File: config.mk
export PLATFORM = sky130hd
export DESIGN_NAME = smo_top
export DESIGN_NICKNAME = d
export VERILOG_FILES = /design/src/logic/smo_uart_tx.v /design/src/logic/smo_bin2dec.v /design/src/logic/smo_top.v
export VERILOG_INCLUDE_DIRS = /design/src /design/src/logic
export SDC_FILE = /design/constraint.sdc
export NUM_CORES = 1
export LEC_CHECK = 0
export BUFFER_PORTS_ARGS = -buffer_cell sky130_fd_sc_hd__buf_2
export CAP_MARGIN = 20
export CORE_UTILIZATION = 59
export DETAILED_ROUTE_END_ITERATION = 16
export PLACE_DENSITY_LB_ADDON = 0.08
export SLEW_MARGIN = 20
export SYNTH_ARGS = -nofsm -noshare
export SYNTH_HDL_FRONTEND = slang
export SYNTH_HIERARCHICAL = 1
export SYNTH_SLANG_ARGS = --single-unit
File: constraint.sdc
create_clock -name pclk -period 4.15 [get_ports pclk]
set_input_delay 0.415 -clock pclk [delete_from_list [all_inputs] [get_ports pclk]]
set_output_delay 0.415 -clock pclk [all_outputs]
set_load 0.1 [all_outputs]
File: src/logic/smo_defs.vh
// Purpose: shared constants of the serial measurement output block
// Assumes: included by bare name from every design file
// Notes: definitions only
`ifndef SMO_DEFS_VH
`define SMO_DEFS_VH
// apb register byte addresses
`define SMO_ADDR_CTRL 12'h000
`define SMO_ADDR_STATUS 12'h004
`define SMO_ADDR_SENT 12'h008
`define SMO_ADDR_SKIP 12'h00C
// control register fields
`define SMO_CTRL_IFACE 0
`define SMO_CTRL_ASCII 1
`define SMO_CTRL_BAUD_LO 2
`define SMO_CTRL_PAR_EN 5
`define SMO_CTRL_PAR_ODD 6
`define SMO_CTRL_TWO_STOP 7
`define SMO_CTRL_SEGS_LO 8
`define SMO_CTRL_CUSTOM 10
`define SMO_CTRL_ENABLE 11
`define SMO_CTRL_RESTORE 31
// single-ended, 115.2 kBaud, variant frame, enabled
`define SMO_CTRL_RESET 32'h0000080C
`define SMO_CTRL_MASK 32'h00000FFF
// baud select codes
`define SMO_BAUD_SEL_9K6 3'h0
`define SMO_BAUD_SEL_19K2 3'h1
`define SMO_BAUD_SEL_38K4 3'h2
`define SMO_BAUD_SEL_115K2 3'h3
`define SMO_BAUD_SEL_691K2 3'h4
// baud rates in baud
`define SMO_BAUD_9K6 9600
`define SMO_BAUD_19K2 19200
`define SMO_BAUD_38K4 38400
`define SMO_BAUD_115K2 115200
`define SMO_BAUD_691K2 691200
// send one measurement in n
`define SMO_SKIP_9K6 4'h9
`define SMO_SKIP_19K2 4'h6
`define SMO_SKIP_38K4 4'h3
`define SMO_SKIP_FULL 4'h1
// characters and codes
`define SMO_CHR_TAB 8'h09
`define SMO_CHR_CR 8'h0D
`define SMO_CHR_ZERO 8'h30
`define SMO_ERR_FLOOR 16'hFFF0
`define SMO_TAG_LOW 2'h0
`define SMO_TAG_MID 2'h1
`define SMO_TAG_HIGH 2'h2
`define SMO_DIGITS 3'h5
`define SMO_CLK_HZ 200000000
`endif

File: src/logic/smo_uart_tx.v
// Purpose: one-character asynchronous serialiser
// Assumes: div is the clock count per bit, at least 1
// Notes: busy covers the whole frame including the last stop bit
`timescale 1ns/1ps
`include "smo_defs.vh"
module smo_uart_tx (
  input wire pclk,
  input wire presetn,
  input wire [15:0] div,
  input wire par_en,
  input wire par_odd,
  input wire two_stop,
  input wire load,
  input wire [7:0] data,
  output reg txd,
  output reg busy
);
  reg [10:0] sh; // bits still to go, lsb next
  reg [3:0] left; // bits after the current one
  reg [15:0] cnt; // clocks left in current bit
  wire par_bit = par_odd ? ~^data : ^data;
  // load a frame, then step one bit per div clocks
  always @(posedge pclk or negedge presetn)
  begin
    if (!presetn)
    begin
      sh <= 11'h7FF;
      left <= 4'h0;
      cnt <= 16'h0000;
      busy <= 1'b0;
      txd <= 1'b1;
    end
    else if (!busy)
    begin
      if (load)
      begin
        txd <= 1'b0; // start bit
        busy <= 1'b1;
        cnt <= div - 16'h0001;
        if (par_en)
          sh <= {2'b11, par_bit, data};
        else
          sh <= {3'b111, data};
        left <= 4'h9 + {3'h0, par_en} + {3'h0, two_stop};
      end
    end
    else if (cnt != 16'h0000)
      cnt <= cnt - 16'h0001;
    else if (left == 4'h0)
      busy <= 1'b0; // last stop bit fully out
    else
    begin
      txd <= sh[0];
      sh <= {1'b1, sh[10:1]};
      left <= left - 4'h1;
      cnt <= div - 16'h0001;
    end
  end
endmodule

File: src/logic/smo_bin2dec.v
// Purpose: 16-bit binary to five decimal digits
// Assumes: start is ignored while busy
// Notes: shift and add three, one bit per clock, 16 clocks
`timescale 1ns/1ps
`include "smo_defs.vh"
module smo_bin2dec (
  input wire pclk,
  input wire presetn,
  input wire start,
  input wire [15:0] value,
  output reg [19:0] digits,
  output reg busy
);
  reg [15:0] bin; // bits not yet shifted in
  reg [4:0] cnt; // shifts left
  wire [19:0] adj; // digits after the add-three step
  genvar g;
  // each nibble of five or more gets three added before the shift
  generate
    for (g = 0; g < 5; g = g + 1)
    begin : gen_adj
      assign adj[4*g+3:4*g] = (digits[4*g+3:4*g] > 4'h4) ?
        digits[4*g+3:4*g] + 4'h3 : digits[4*g+3:4*g];
    end
  endgenerate
  // shift one bit in per clock
  always @(posedge pclk or negedge presetn)
  begin
    if (!presetn)
    begin
      bin <= 16'h0000;
      cnt <= 5'h00;
      digits <= 20'h00000;
      busy <= 1'b0;
    end
    else if (!busy)
    begin
      if (start)
      begin
        bin <= value;
        digits <= 20'h00000;
        cnt <= 5'h10;
        busy <= 1'b1;
      end
    end
    else
    begin
      digits <= {adj[18:0], bin[15]};
      bin <= {bin[14:0], 1'b0};
      cnt <= cnt - 5'h01;
      if (cnt == 5'h01)
        busy <= 1'b0;
    end
  end
endmodule

File: src/logic/smo_top.v
// Purpose: frames measurement results onto one asynchronous serial line
// Assumes: meas_valid is a one-clock strobe with all segment values
// Notes: registers reached over apb, zero wait states
// Notes on behaviour
// - one serial variant active, chosen by config
// - reset: single-ended, 115.2 kBaud
// - binary word: low, middle, high byte
// - below 115.2 kBaud skip, never queue
// - every 3rd, 6th, 9th at slow rates
// - single-ended 9.6 to 115.2, default 8N2
// - differential to 691.2, default 8N1, all sent
// - eight data bits, parity, 1/2 stop
// - config picks binary or ascii
// - ascii record: five digits first, continuous
// - field holds 0 to 65535 decimal
// - one more field per segment, four max
// - tab between fields
// - carriage return ends each record
// - two top bits tag byte position
// - errored measurement shows 65520 or more
// - segment bits in high byte
//
// The register addresses and the APB interface to the registers were chosen for this implementation.
`timescale 1ns/1ps
`include "smo_defs.vh"
module smo_top #(
  parameter CLK_HZ = `SMO_CLK_HZ
) (
  input wire pclk,
  input wire presetn,
  // apb slave
  input wire psel,
  input wire penable,
  input wire pwrite,
  input wire [11:0] paddr,
  input wire [31:0] pwdata,
  output reg [31:0] prdata,
  output wire pready,
  output wire pslverr,
  // measurement input
  input wire meas_valid,
  input wire [15:0] meas_seg0,
  input wire [15:0] meas_seg1,
  input wire [15:0] meas_seg2,
  input wire [15:0] meas_seg3,
  input wire [3:0] meas_err,
  // serial line outputs
  output reg se_txd,
  output reg diff_txd_p,
  output reg diff_txd_n
);
  // one-hot states of the record sequencer
  localparam [3:0] S_IDLE = 4'b0001;
  localparam [3:0] S_CONV = 4'b0010;
  localparam [3:0] S_LOAD = 4'b0100;
  localparam [3:0] S_WAIT = 4'b1000;

  // bit clocks per baud, rounded down from the clock rate
  localparam integer DIV_9K6 = CLK_HZ / `SMO_BAUD_9K6;
  localparam integer DIV_19K2 = CLK_HZ / `SMO_BAUD_19K2;
  localparam integer DIV_38K4 = CLK_HZ / `SMO_BAUD_38K4;
  localparam integer DIV_115K2 = CLK_HZ / `SMO_BAUD_115K2;
  localparam integer DIV_691K2 = CLK_HZ / `SMO_BAUD_691K2;

  reg [31:0] ctrl; // control register
  reg [15:0] sent_cnt; // records sent, wraps
  reg [15:0] skip_cnt; // measurements skipped, wraps
  reg [3:0] state; // sequencer state
  reg [3:0] dec_cnt; // measurements until the next one sent
  reg [63:0] hold; // latched segment values
  reg [1:0] seg; // segment being sent
  reg [2:0] pos; // character within the field
  reg [1:0] seg_last; // last segment of the latched record
  reg rec_ascii; // format latched for the record
  reg [31:0] div_full; // divisor before narrowing
  reg [3:0] skip_n; // decimation factor
  reg [7:0] tx_byte; // character presented to the serialiser
  reg [31:0] rd_data; // read mux
  reg rd_ok; // address is mapped
  reg conv_seen; // converter started for this field
  wire [15:0] tx_div; // narrowed divisor
  wire tx_load; // serialiser load strobe
  wire tx_txd; // serialiser line level
  wire tx_busy; // serialiser frame in progress
  wire conv_busy; // converter working
  wire [19:0] conv_digits; // five bcd digits
  wire conv_start; // converter start strobe
  wire [15:0] cur_val; // value of the current segment
  wire is_diff; // differential variant chosen
  wire [2:0] baud_sel; // effective baud code
  wire last_pos; // last character of a field
  wire last_seg; // last field of a record
  wire frame_par_en; // effective parity enable
  wire frame_two_stop; // effective stop bit count
  wire take; // start a record this cycle
  wire drop; // measurement discarded this cycle
  wire wr_acc; // apb write access phase
  wire rd_setup; // apb read setup phase

  // force errored values into the error band
  function [15:0] clamp_err;
    input [15:0] v;
    input err;
    begin
      if (err && v < `SMO_ERR_FLOOR)
        clamp_err = `SMO_ERR_FLOOR;
      else
        clamp_err = v;
    end
  endfunction

  // limit the baud code to what the active variant supports
  function [2:0] eff_baud;
    input [2:0] code;
    input diff;
    begin
      if (code > `SMO_BAUD_SEL_691K2)
        eff_baud = `SMO_BAUD_SEL_115K2;
      else if (code == `SMO_BAUD_SEL_691K2 && !diff)
        eff_baud = `SMO_BAUD_SEL_115K2;
      else
        eff_baud = code;
    end
  endfunction

  // variant select, single line active at a time
  assign is_diff = ctrl[`SMO_CTRL_IFACE];
  assign baud_sel = eff_baud(ctrl[`SMO_CTRL_BAUD_LO+2:`SMO_CTRL_BAUD_LO],
    is_diff);

  // frame: variant default unless custom framing is chosen
  assign frame_par_en = ctrl[`SMO_CTRL_CUSTOM] &
    ctrl[`SMO_CTRL_PAR_EN];
  assign frame_two_stop = ctrl[`SMO_CTRL_CUSTOM] ?
    ctrl[`SMO_CTRL_TWO_STOP] : !is_diff;

  // divisor and decimation factor from the baud code
  always @*
  begin
    div_full = DIV_115K2;
    skip_n = `SMO_SKIP_FULL;
    case (baud_sel)
      `SMO_BAUD_SEL_9K6:
      begin
        div_full = DIV_9K6;
        skip_n = `SMO_SKIP_9K6;
      end
      `SMO_BAUD_SEL_19K2:
      begin
        div_full = DIV_19K2;
        skip_n = `SMO_SKIP_19K2;
      end
      `SMO_BAUD_SEL_38K4:
      begin
        div_full = DIV_38K4;
        skip_n = `SMO_SKIP_38K4;
      end
      `SMO_BAUD_SEL_691K2:
      begin
        div_full = DIV_691K2;
        skip_n = `SMO_SKIP_FULL;
      end
      default:
      begin
        div_full = DIV_115K2;
        skip_n = `SMO_SKIP_FULL;
      end
    endcase
  end
  assign tx_div = div_full[15:0];

  // decimation grid runs on every strobe; a slot is only used when idle
  assign take = meas_valid && dec_cnt == 4'h0 && state == S_IDLE &&
    ctrl[`SMO_CTRL_ENABLE];
  assign drop = meas_valid && !take;

  // current segment value and record position
  assign cur_val = hold[{seg, 4'h0} +: 16];
  assign last_pos = rec_ascii ? (pos == `SMO_DIGITS) : (pos == 3'h2);
  assign last_seg = (seg == seg_last);

  // character for the current position
  always @*
  begin
    tx_byte = `SMO_CHR_CR;
    if (rec_ascii)
    begin
      case (pos)
        3'h0: tx_byte = `SMO_CHR_ZERO + {4'h0, conv_digits[19:16]};
        3'h1: tx_byte = `SMO_CHR_ZERO + {4'h0, conv_digits[15:12]};
        3'h2: tx_byte = `SMO_CHR_ZERO + {4'h0, conv_digits[11:8]};
        3'h3: tx_byte = `SMO_CHR_ZERO + {4'h0, conv_digits[7:4]};
        3'h4: tx_byte = `SMO_CHR_ZERO + {4'h0, conv_digits[3:0]};
        default:
          // tab between fields, return at the end
          if (last_seg)
            tx_byte = `SMO_CHR_CR;
          else
            tx_byte = `SMO_CHR_TAB;
      endcase
    end
    else
    begin
      case (pos)
        3'h0: tx_byte = {`SMO_TAG_LOW, cur_val[5:0]};
        3'h1: tx_byte = {`SMO_TAG_MID, cur_val[11:6]};
        default: tx_byte = {`SMO_TAG_HIGH, seg, cur_val[15:12]};
      endcase
    end
  end

  // strobes towards the two helpers
  assign tx_load = (state == S_LOAD) && !tx_busy;
  assign conv_start = (state == S_CONV) && !conv_busy && !conv_seen;

  // record sequencer
  always @(posedge pclk or negedge presetn)
  begin
    if (!presetn)
    begin
      state <= S_IDLE;
      dec_cnt <= 4'h0;
      hold <= 64'h0;
      seg <= 2'h0;
      pos <= 3'h0;
      seg_last <= 2'h0;
      rec_ascii <= 1'b0;
      conv_seen <= 1'b0;
      sent_cnt <= 16'h0000;
      skip_cnt <= 16'h0000;
    end
    else
    begin
      // decimation counter advances on each measurement
      if (meas_valid)
      begin
        if (dec_cnt == 4'h0 || dec_cnt >= skip_n)
          dec_cnt <= skip_n - 4'h1;
        else
          dec_cnt <= dec_cnt - 4'h1;
      end
      // skipped strobes are counted, never stored
      if (drop)
        skip_cnt <= skip_cnt + 16'h0001;
      case (state)
        S_IDLE:
          if (take)
          begin
            hold <= {clamp_err(meas_seg3, meas_err[3]),
              clamp_err(meas_seg2, meas_err[2]),
              clamp_err(meas_seg1, meas_err[1]),
              clamp_err(meas_seg0, meas_err[0])};
            seg_last <= ctrl[`SMO_CTRL_SEGS_LO+1:`SMO_CTRL_SEGS_LO];
            rec_ascii <= ctrl[`SMO_CTRL_ASCII];
            seg <= 2'h0;
            pos <= 3'h0;
            if (ctrl[`SMO_CTRL_ASCII])
              state <= S_CONV;
            else
              state <= S_LOAD;
          end
        S_CONV:
          // start once, then wait for the digits to settle
          if (conv_start)
            conv_seen <= 1'b1;
          else if (conv_seen && !conv_busy)
          begin
            // without the flag a finished pass would restart forever
            conv_seen <= 1'b0;
            state <= S_LOAD;
          end
        S_LOAD:
          if (tx_load)
            state <= S_WAIT;
        S_WAIT:
          // the whole character, stop bits too, must be out
          if (!tx_busy)
          begin
            if (!last_pos)
            begin
              pos <= pos + 3'h1;
              state <= S_LOAD;
            end
            else if (!last_seg)
            begin
              seg <= seg + 2'h1;
              pos <= 3'h0;
              if (rec_ascii)
                state <= S_CONV;
              else
                state <= S_LOAD;
            end
            else
            begin
              sent_cnt <= sent_cnt + 16'h0001;
              state <= S_IDLE;
            end
          end
        default:
          state <= S_IDLE;
      endcase
    end
  end

  // line outputs; the unselected variant rests at mark level
  always @(posedge pclk or negedge presetn)
  begin
    if (!presetn)
    begin
      se_txd <= 1'b1;
      diff_txd_p <= 1'b1;
      diff_txd_n <= 1'b0;
    end
    else
    begin
      se_txd <= is_diff ? 1'b1 : tx_txd;
      diff_txd_p <= is_diff ? tx_txd : 1'b1;
      diff_txd_n <= is_diff ? !tx_txd : 1'b0;
    end
  end

  // apb: no wait states, errors on unmapped addresses
  assign pready = 1'b1;
  assign wr_acc = psel && penable && pwrite;
  assign rd_setup = psel && !penable && !pwrite;

  // read mux and address decode
  always @*
  begin
    rd_data = 32'h00000000;
    rd_ok = 1'b1;
    if (paddr == `SMO_ADDR_CTRL)
      rd_data = ctrl;
    else if (paddr == `SMO_ADDR_STATUS)
      rd_data = {24'h000000, state, 1'b0, is_diff, conv_busy, tx_busy};
    else if (paddr == `SMO_ADDR_SENT)
      rd_data = {16'h0000, sent_cnt};
    else if (paddr == `SMO_ADDR_SKIP)
      rd_data = {16'h0000, skip_cnt};
    else
      rd_ok = 1'b0;
  end
  assign pslverr = psel && penable && !rd_ok;

  // control writes; restore brings back the reset settings
  always @(posedge pclk or negedge presetn)
  begin
    if (!presetn)
    begin
      ctrl <= `SMO_CTRL_RESET;
      prdata <= 32'h00000000;
    end
    else
    begin
      if (rd_setup)
        prdata <= rd_data;
      if (wr_acc && paddr == `SMO_ADDR_CTRL)
      begin
        if (pwdata[`SMO_CTRL_RESTORE])
          ctrl <= `SMO_CTRL_RESET;
        else
          ctrl <= pwdata & `SMO_CTRL_MASK;
      end
    end
  end

  // character serialiser, shared by both variants
  smo_uart_tx u_tx (
    .pclk(pclk),
    .presetn(presetn),
    .div(tx_div),
    .par_en(frame_par_en),
    .par_odd(ctrl[`SMO_CTRL_PAR_ODD]),
    .two_stop(frame_two_stop),
    .load(tx_load),
    .data(tx_byte),
    .txd(tx_txd),
    .busy(tx_busy)
  );

  // decimal converter for ascii fields
  smo_bin2dec u_dec (
    .pclk(pclk),
    .presetn(presetn),
    .start(conv_start),
    .value(cur_val),
    .digits(conv_digits),
    .busy(conv_busy)
  );
endmodule

==> results.md, run 1 <==
- Run status: completed
- Worst path most repeated cell: xnor2_1
- CTS tree: built
- Routed via count: 9,262
- WP data required: 4600 ps
- Setup WS post-layout: 1141 ps
- EDFF count, synth: 0
- PortBufs: 118
- Die area: 0.02084 mm²
- Setup repair after global routing missed its margin: false
- Total design power: 6115 µW
- Netlist Area Pre-Place: 0.01196 mm²
- Synth Register Bits: 217
- Multi-input logic area: 0.005974 mm²
- Peak VDD IR: 0.0003548 V
- Max_cap viols: 0
- Clk_skew: between 20 and 30 ps
- Row Count: 51
- Inserted Diodes: 0
- Worst Tran Pin Value: 802.3 ps
- Die width: around 140 µm
- Core ar.: roughly 0.020 mm²
- Detail-routed net length per standard cell: 17.50 µm
- Synth async-reset ratio: 100.0%
- Clock slew seen by the registers of the worst setup and hold paths: roughly 60 ps
- Drt via density: around 6
- YS warnings: 6
- CP max-delay cell: dfrtp_1
- Worst hold path class: in -> reg
- Hold Startpoint: meas_seg2[1]
- Global Route Usage Sum: 27.40%
- Place WS: 1112 ps
- LEAKAGE: 0.006035 µW
- Area Overhead vs Synth: 12.90%
- # fillers: around 1,600
- Final setup viols: 0
- Clk root buf: clkbuf_16
- GP Congestion: 0.8609
- CTS Buf Count: 25
- CP peak stage delay: 610 ps
- Fmax: 0.3324 GHz
- Worst-path cell chain: buf_4 > mux4_2 > a22o_1 > a211oi_1 > a21oi_1 > xnor2_1 > xnor2_1 > xnor2_1 > xnor2_1 > a31oi_1
- IO Pins: approximately 160
- Seq/Total Area, Yosys: a little under half
- DP Area: 0.01265 mm²
- Final hold vios: 0
- Hold depth: 2
- Crit path kind: reg -> reg
- Final instance area: 0.01350 mm²
- Clk sink count: between 200 and 250
- Initial Utilization: 60.85%
- Detailed Route WL: 27,220 µm
- Global-route wire length before repair: about 45,000 µm
- Buffer depth of the longest clock path: 3
- Total iterations of the first detailed-routing run: 5
- Critical Path AT: roughly 3500 ps
- Max transition margin: 46.51%
- Crit start category: register
- Mean Syn Cell Area: 10.24 µm²
- Pin count of the biggest net entering global routing: ~130
- DR iter-0 viols: slightly above 600
- Setup_tns: 0 ps
- H-tree levels: 1
- R2r setup slk: 1140 ps
- Pwr/cell area: 452.9 mW/mm²
- Hold Path Sink: hold[33]$_DFFE_PN0P_
- Initial antenna violation count: 0
- Vias in the first global route: 8,833
- CP endpoint kind: register
- Fin nets: 1,415
- Congestion Overflow GR: 0
- Slew Limit Fails: 0
- Worst skew pair latency: approximately 540 ps
- Commonest non-fill, non-tap cell in the layout: dfrtp_1
- Storage element area: 0.005451 mm²
- Post-CTS setup repair buffer count: 0
- Die height: 144.4 µm
- Worst reg2reg path depth: 10
- Share of layout cells above drive strength 1: ~20%
- HPWL after detailed placement: 19,140 µm
- Final period util: 72.50%
- RR Endpoint: u_tx/sh[8]$_DFFE_PN1P_
- Reg-to-Reg Start: seg[0]$_DFFE_PN0P_
- Final Critical Period: 3009 ps
- # DRC: 0
- Post-Syn Instances: 1,168
- Yosys cell types: 80
- Antenna Nets Post-Route: 0
- Most frequent cells in the layout: 200 x dfrtp_1, 123 x nand2_1, 117 x buf_2
- Most used DFF post-synth: dfrtp_1
- Worst-path fanout max: 13
layer usage:
metal / vias up / part of all wire, % / global-route usage [%] / wire length [µm]
met2: 214 / 47 / 44.08 / 12910
met1: 4577 / 47 / 39.50 / 12760
met5: - / 0 / 0 / 0
li1: 4435 / - / - / -
met3: 36 / 4.3 / 4.106 / 1166
met4: 0 / 1.4 / 5.651 / 385
cell usage after synthesis, types with 8 or more instances:
cell type / instances / area [µm²]
a21oi_1: 34 / 170.2
dfstp_2: 16 / 420.4
xor2_1: 18 / 157.7
nor2b_1: 17 / 106.4
nand3_1: 29 / 145.1
o311ai_0: 8 / 70.07
ha_1: 24 / 300.3
mux2i_1: 40 / 400.4
inv_1: 45 / 168.9
a22o_1: 19 / 166.4
nor2_1: 54 / 202.7
o31ai_1: 15 / 112.6
o21ai_0: 60 / 300.3
xnor2_1: 41 / 359.1
and3_1: 16 / 100.1
nand3b_1: 10 / 75.07
nand4_1: 26 / 162.7
and2_1: 8 / 50.05
dfrtp_1: 201 / 5030
mux4_2: 23 / 518.0
nand2b_1: 14 / 87.58
o22a_1: 46 / 402.9
clkbuf_1: 20 / 75.07
buf_2: 24 / 120.1
o21ai_1: 16 / 80.08
or3_1: 16 / 100.1
nor3_1: 38 / 190.2
nor3b_1: 12 / 90.09
buf_4: 31 / 232.7
nand2_1: 123 / 461.7
per-stage QoR:
stage | utilization [%] | std cells | hold slack (ps)
4_1_cts | 68.49 | 1553 | 60.47
5_1_grt | 68.70 | 1555 | 88.48
6_report | 68.70 | 1555 | 88.10
2_1_floorplan | - | 1193 | 119.4
3_3_place_gp | 64.32 | 1509 | 446.3
3_5_place_dp | 64.36 | 1509 | 455.0
where the power goes:
part	internal [µW]	switching, µW	leakage [µW]	total [µW]
Combinational	568	751	0.00277	1320
Clock	1270	878	0.000403	2150
Sequential	2340	313	0.00286	2650
how the worst max path moves through the flow:
stage,from,endpoint,slack [ps]
2_1_floorplan,ctrl[2]$_DFFE_PN1P_,dec_cnt[2]$_DFFE_PN0P_,940
3_3_place_gp,seg[0]$_DFFE_PN0P_,u_tx/sh[8]$_DFFE_PN1P_,1150
3_5_place_dp,seg[0]$_DFFE_PN0P_,u_tx/sh[8]$_DFFE_PN1P_,1110
4_1_cts,seg[0]$_DFFE_PN0P_,u_tx/sh[8]$_DFFE_PN1P_,1070
5_1_grt,seg[0]$_DFFE_PN0P_,u_tx/sh[8]$_DFFE_PN1P_,870
6_report,seg[0]$_DFFE_PN0P_,u_tx/sh[8]$_DFFE_PN1P_,1140
layout make-up:
type	count	area share (%)
tap	265	2.456
inverter	45	1.251
multi-input combinational	849	44.25
clock inverter	6	0.3521
sequential	217	40.38
clock buffer	38	5.662
timing repair buffer	135	5.653
timing repair:
action                    4_1_cts  5_1_grt
hold buffers                    0        1
resized for setup               0        0
hold endpoints to repair        0       40
critical path, delay by kind of cell (launching register included):
family                    cells  cell delay, ps
AOI/OAI and AO/OA             4             770
xor gates and xnor gates      4             600
buffers and inverters         1             350
DFF                           1             610
muxes                         1             570
flip-flops by register name (all words and copies together) (netlist names), 9 cells and up:
register / cells
ctrl: 12
hold: 64
prdata: 16
sent_cnt: 16
skip_cnt: 16
u_dec/bin: 16
u_dec/digits: 20
u_tx/cnt: 16
u_tx/sh: 9
cells by family after synthesis:
group | synth area share, %
multiplexers | 8.244
flip-flops | 45.57
other | 0.06280
adder cells (fa/ha/maj) | 2.511
buffers and inverters | 5.399
XOR/XNOR | 4.321
AND/OR/NAND/NOR | 18.11
AO/OA/AOI/OAI | 15.78
(Power assumes the default switching activity.)
==> run 2: changes to the inputs <==
--- a/config.mk
+++ b/config.mk
@@ -6,6 +6,7 @@
 export SDC_FILE = /design/constraint.sdc
 export NUM_CORES = 1
 export LEC_CHECK = 0
+export ABC_AREA = 1
 export BUFFER_PORTS_ARGS = -buffer_cell sky130_fd_sc_hd__buf_2
 export CAP_MARGIN = 20
 export CORE_UTILIZATION = 59
==> constraint.sdc (replaced) <==
create_clock -name pclk -period 2.78 [get_ports pclk]
set_input_delay 0.278 -clock pclk [delete_from_list [all_inputs] [get_ports pclk]]
set_output_delay 0.278 -clock pclk [all_outputs]
set_load 0.1 [all_outputs]
==> run 2 against run 1 <==
Net effect:
- die area increased by 8.0%
- setup slack got worse by 870 ps
- routed wire length increased by 18%
- critical path type unchanged
- critical endpoint is now u_tx/cnt[10]$_DFFE_PN0P_
- largest cell class unchanged
==> results.md, run 2 <==
- Run status: completed
- Setup_tns: 0 ps (unchanged)
- Most frequent cells in the layout: 528 x nand2_1, 251 x nor2_1, 201 x dfrtp_1
- Inserted Diodes: 0 (unchanged)
- HPWL after detailed placement: 22,740 µm (+19%)
- Global Route Usage Sum: 29.23% (+1.8 points)
- Yosys cell types: 46 (-43%)
- Regs by FF count: hold (64), u_dec/digits (20)
- Top-area cell type share of the netlist area: 38.90% (-3.2 points)
- Netlist Area Pre-Place: 0.01293 mm² (+8.1%)
- Layout Utilization: 69.05% (+0.35 points)
- Die width: 150.0 µm (+3.9%)
- Die area: 0.02251 mm² (+8.0%)
- Row Count: 53 (+3.9%)
- Seq/Total Area, Yosys: 42.15% (-3.4 points)
- Final Critical Period: 2511 ps (-497.4 ps)
- Top cell type by total area after synthesis: dfrtp_1
- Global-route wire length before repair: 53,340 µm (+19%)
- DR iter-0 viols: 672 (+8.2%)
- Mean Syn Cell Area: 7.293 µm² (-29%)
- Detail-routed net length per standard cell: 14.64 µm (-16%)
- YS warnings: 6 (unchanged)
- Fmax: 0.3982 GHz (+20%)
- Final period util: 90.34% (+18 points)
- Buf+Inv Stages, Crit Path: 1 (unchanged)
- Slew Limit Fails: 0 (unchanged)
- Clk sink count: 217 (unchanged)
- Worst-path fanout max: 7 (-6)
- GP Congestion: 0.9103 (+5.7%)
- Most used DFF post-synth: dfrtp_1
- Final setup viols: 0 (unchanged)
- Total iterations of the first detailed-routing run: 5 (unchanged)
- Worst path most repeated cell: nand2_1
- Clk_skew: 13.03 ps (-12.97 ps)
- # fillers: 1,839 (+17%)
- Antenna Nets Post-Route: 0 (unchanged)
- Crit path max-delay family: simple AND/OR/NAND/NOR gates
- # DRC: 0 (unchanged)
- Post-Syn Instances: 1,773 (+52%)
- Vias in the first global route: 11,139 (+26%)
- Clock slew seen by the registers of the worst setup and hold paths: 70 ps (about the same)
- Pin count of the biggest net entering global routing: 79 (-40%)
- Crit start category: register
- Max_cap viols: 0 (unchanged)
- Core ar.: 0.02129 mm² (+8.3%)
- Die height: 150.0 µm (+3.9%)
- CP endpoint kind: register
- Worst skew pair latency: 530 ps (about the same)
- Fin nets: 2,040 (+44%)
- Worst Tran Pin Value: 1011 ps (+208.5 ps)
- CTS tree: built
- Initial Utilization: 60.75% (-0.10 points)
- Pwr/cell area: 906.4 mW/mm² (+100%)
- PortBufs: 118 (unchanged)
- CP max-delay cell: dfstp_2
- H-tree levels: 1 (unchanged)
- Synth async-reset ratio: 100.0% (unchanged)
- Most flops, register: hold
- Worst-path cell chain: nor2_1 > a21oi_1 > nor2_1 > inv_1 > ha_1 > nand2_1 > nor3b_1 > nand2_1 > nand2_1 > nand2_1 > nand2_1 > nand3_1
- Synth Register Bits: 217 (unchanged)
- Max transition margin: 32.61% (-14 points)
- Max reg flops: 64 (unchanged)
- Most frequent cells after synthesis: 529 x nand2_1, 252 x nor2_1, 201 x dfrtp_1
- LEAKAGE: 0.007305 µW (+21%)
- Most frequent cell after synthesis: nand2_1
- Congestion Overflow GR: 0 (unchanged)
- Final hold vios: 0 (unchanged)
- Routed via count: 12,005 (+30%)
- Critical Path AT: 2910 ps (-550 ps)
- Worst hold path class: in -> reg
- WP data required: 3180 ps (-1420 ps)
- Crit path kind: reg -> reg
- Top cells by area, synth: dfrtp_1 39%, nand2_1 15%, nor2_1 7.3%
- IO Pins: 155 (unchanged)
- Share of layout cells above drive strength 1: 13.36% (-6.3 points)
- Initial antenna violation count: 0 (unchanged)
- CTS Buf Count: 24 (-4.0%)
- Area Overhead vs Synth: 13.66%
- Setup repair after global routing missed its margin: false
- Clk root buf: clkbuf_16
- Peak VDD IR: 0.0007006 V (+97%)
- Commonest non-fill, non-tap cell in the layout: nand2_1
- Drt via density: 5.479 (-8.0%)
- EDFF count, synth: 0 (unchanged)
- CP peak stage delay: 610 ps (about the same)
- Buffer depth of the longest clock path: 3 (unchanged)
- Detailed Route WL: 32,080 µm (+18%)
run 2: worst paths after layout:
| path | startpoint | slack, ps | depth (start not counted) | to |
|---|---|---|---|---|
| worst max-delay path | ctrl[2]$_DFFE_PN1P_ | 270 | 12 | u_tx/cnt[10]$_DFFE_PN0P_ |
| worst max register to register | ctrl[2]$_DFFE_PN1P_ | 270 | 12 | u_tx/cnt[10]$_DFFE_PN0P_ |
| min in group asynchronous | presetn | 280 | 2 | prdata[0]$_DFFE_PN0P_ |
| worst min-delay path | meas_seg0[1] | 4 | 3 | hold[1]$_DFFE_PN0P_ |
| worst min register to register | prdata[12]$_DFFE_PN0P_ | 470 | 2 | prdata[12]$_DFFE_PN0P_ |
| max in group asynchronous | presetn | 1710 | 3 | u_tx/txd$_DFFE_PN1P_ |
run 2: layout make-up:
class / count / area, µm² / area share [%]
inverter: 163 / 620.6 / 4.222
tap: 275 / 344.1 / 2.341
multi-input combinational: 1338 / 6435 / 43.78
clock buffer: 33 / 725.7 / 4.937
clock inverter: 11 / 160.2 / 1.090
timing repair buffer: 154 / 962.2 / 6.546
sequential: 217 / 5450 / 37.08
run 2: tightest hold or removal path, stage by stage:
cell	delay (ps)
buf_2	80
nand3_1	80
nand2_1	60
run 2: what timing repair did:
item,4_1_cts,5_1_grt
gates cloned,0,0
setup endpoints to repair,1,2
pin swaps,0,1
hold endpoints to repair,55,0
gates resized for setup,1,3
buffers inserted,0,2
hold buffers,12,0
run 2: kinds of logic after synthesis:
| logic type | after synthesis | share of synthesized area [%] |
|---|---|---|
| XOR/XNOR | 42 | 2.845 |
| AO/OA/AOI/OAI | 231 | 10.46 |
| flip-flops | 217 | 42.15 |
| buffers and inverters | 240 | 8.805 |
| AND/OR/NAND/NOR | 1017 | 33.36 |
| adder cells (fa/ha/maj) | 24 | 2.322 |
| other | 2 | 0.05808 |
run 2: per-stage QoR:
stage / cells / worst slack, ps / cell area [µm²] / hold slack [ps] / total power, µW
floorplan: 1795 / 417.3 / 13010 / -17.59 / 8637
CTS: 2189 / 115.1 / 14680 / 6.217 / 13330
detailed placement: 2133 / 28.71 / 13670 / 268.3 / 9760
global route: 2191 / 14.21 / 14700 / 26.92 / 14300
global placement: 2133 / 196.5 / 13670 / 268.2 / 9560
finish: 2191 / 268.5 / 14700 / 4.301 / 13320
run 2: power by group:
group	internal, µW	switching, µW
logic	1610	2970
clock network	2190	1320
registers	4330	895
run 2: layer usage:
layer	wire, µm	part of all wire [%]	vias to the layer above	GRT usage [%]
li1	-	-	5947	-
met1	14800	46	5592	41.88
met2	14590	45	389	46.41
met3	1675	5.2	77	3.049
met4	1016	3.2	0	9.444
met5	0	0	-	0
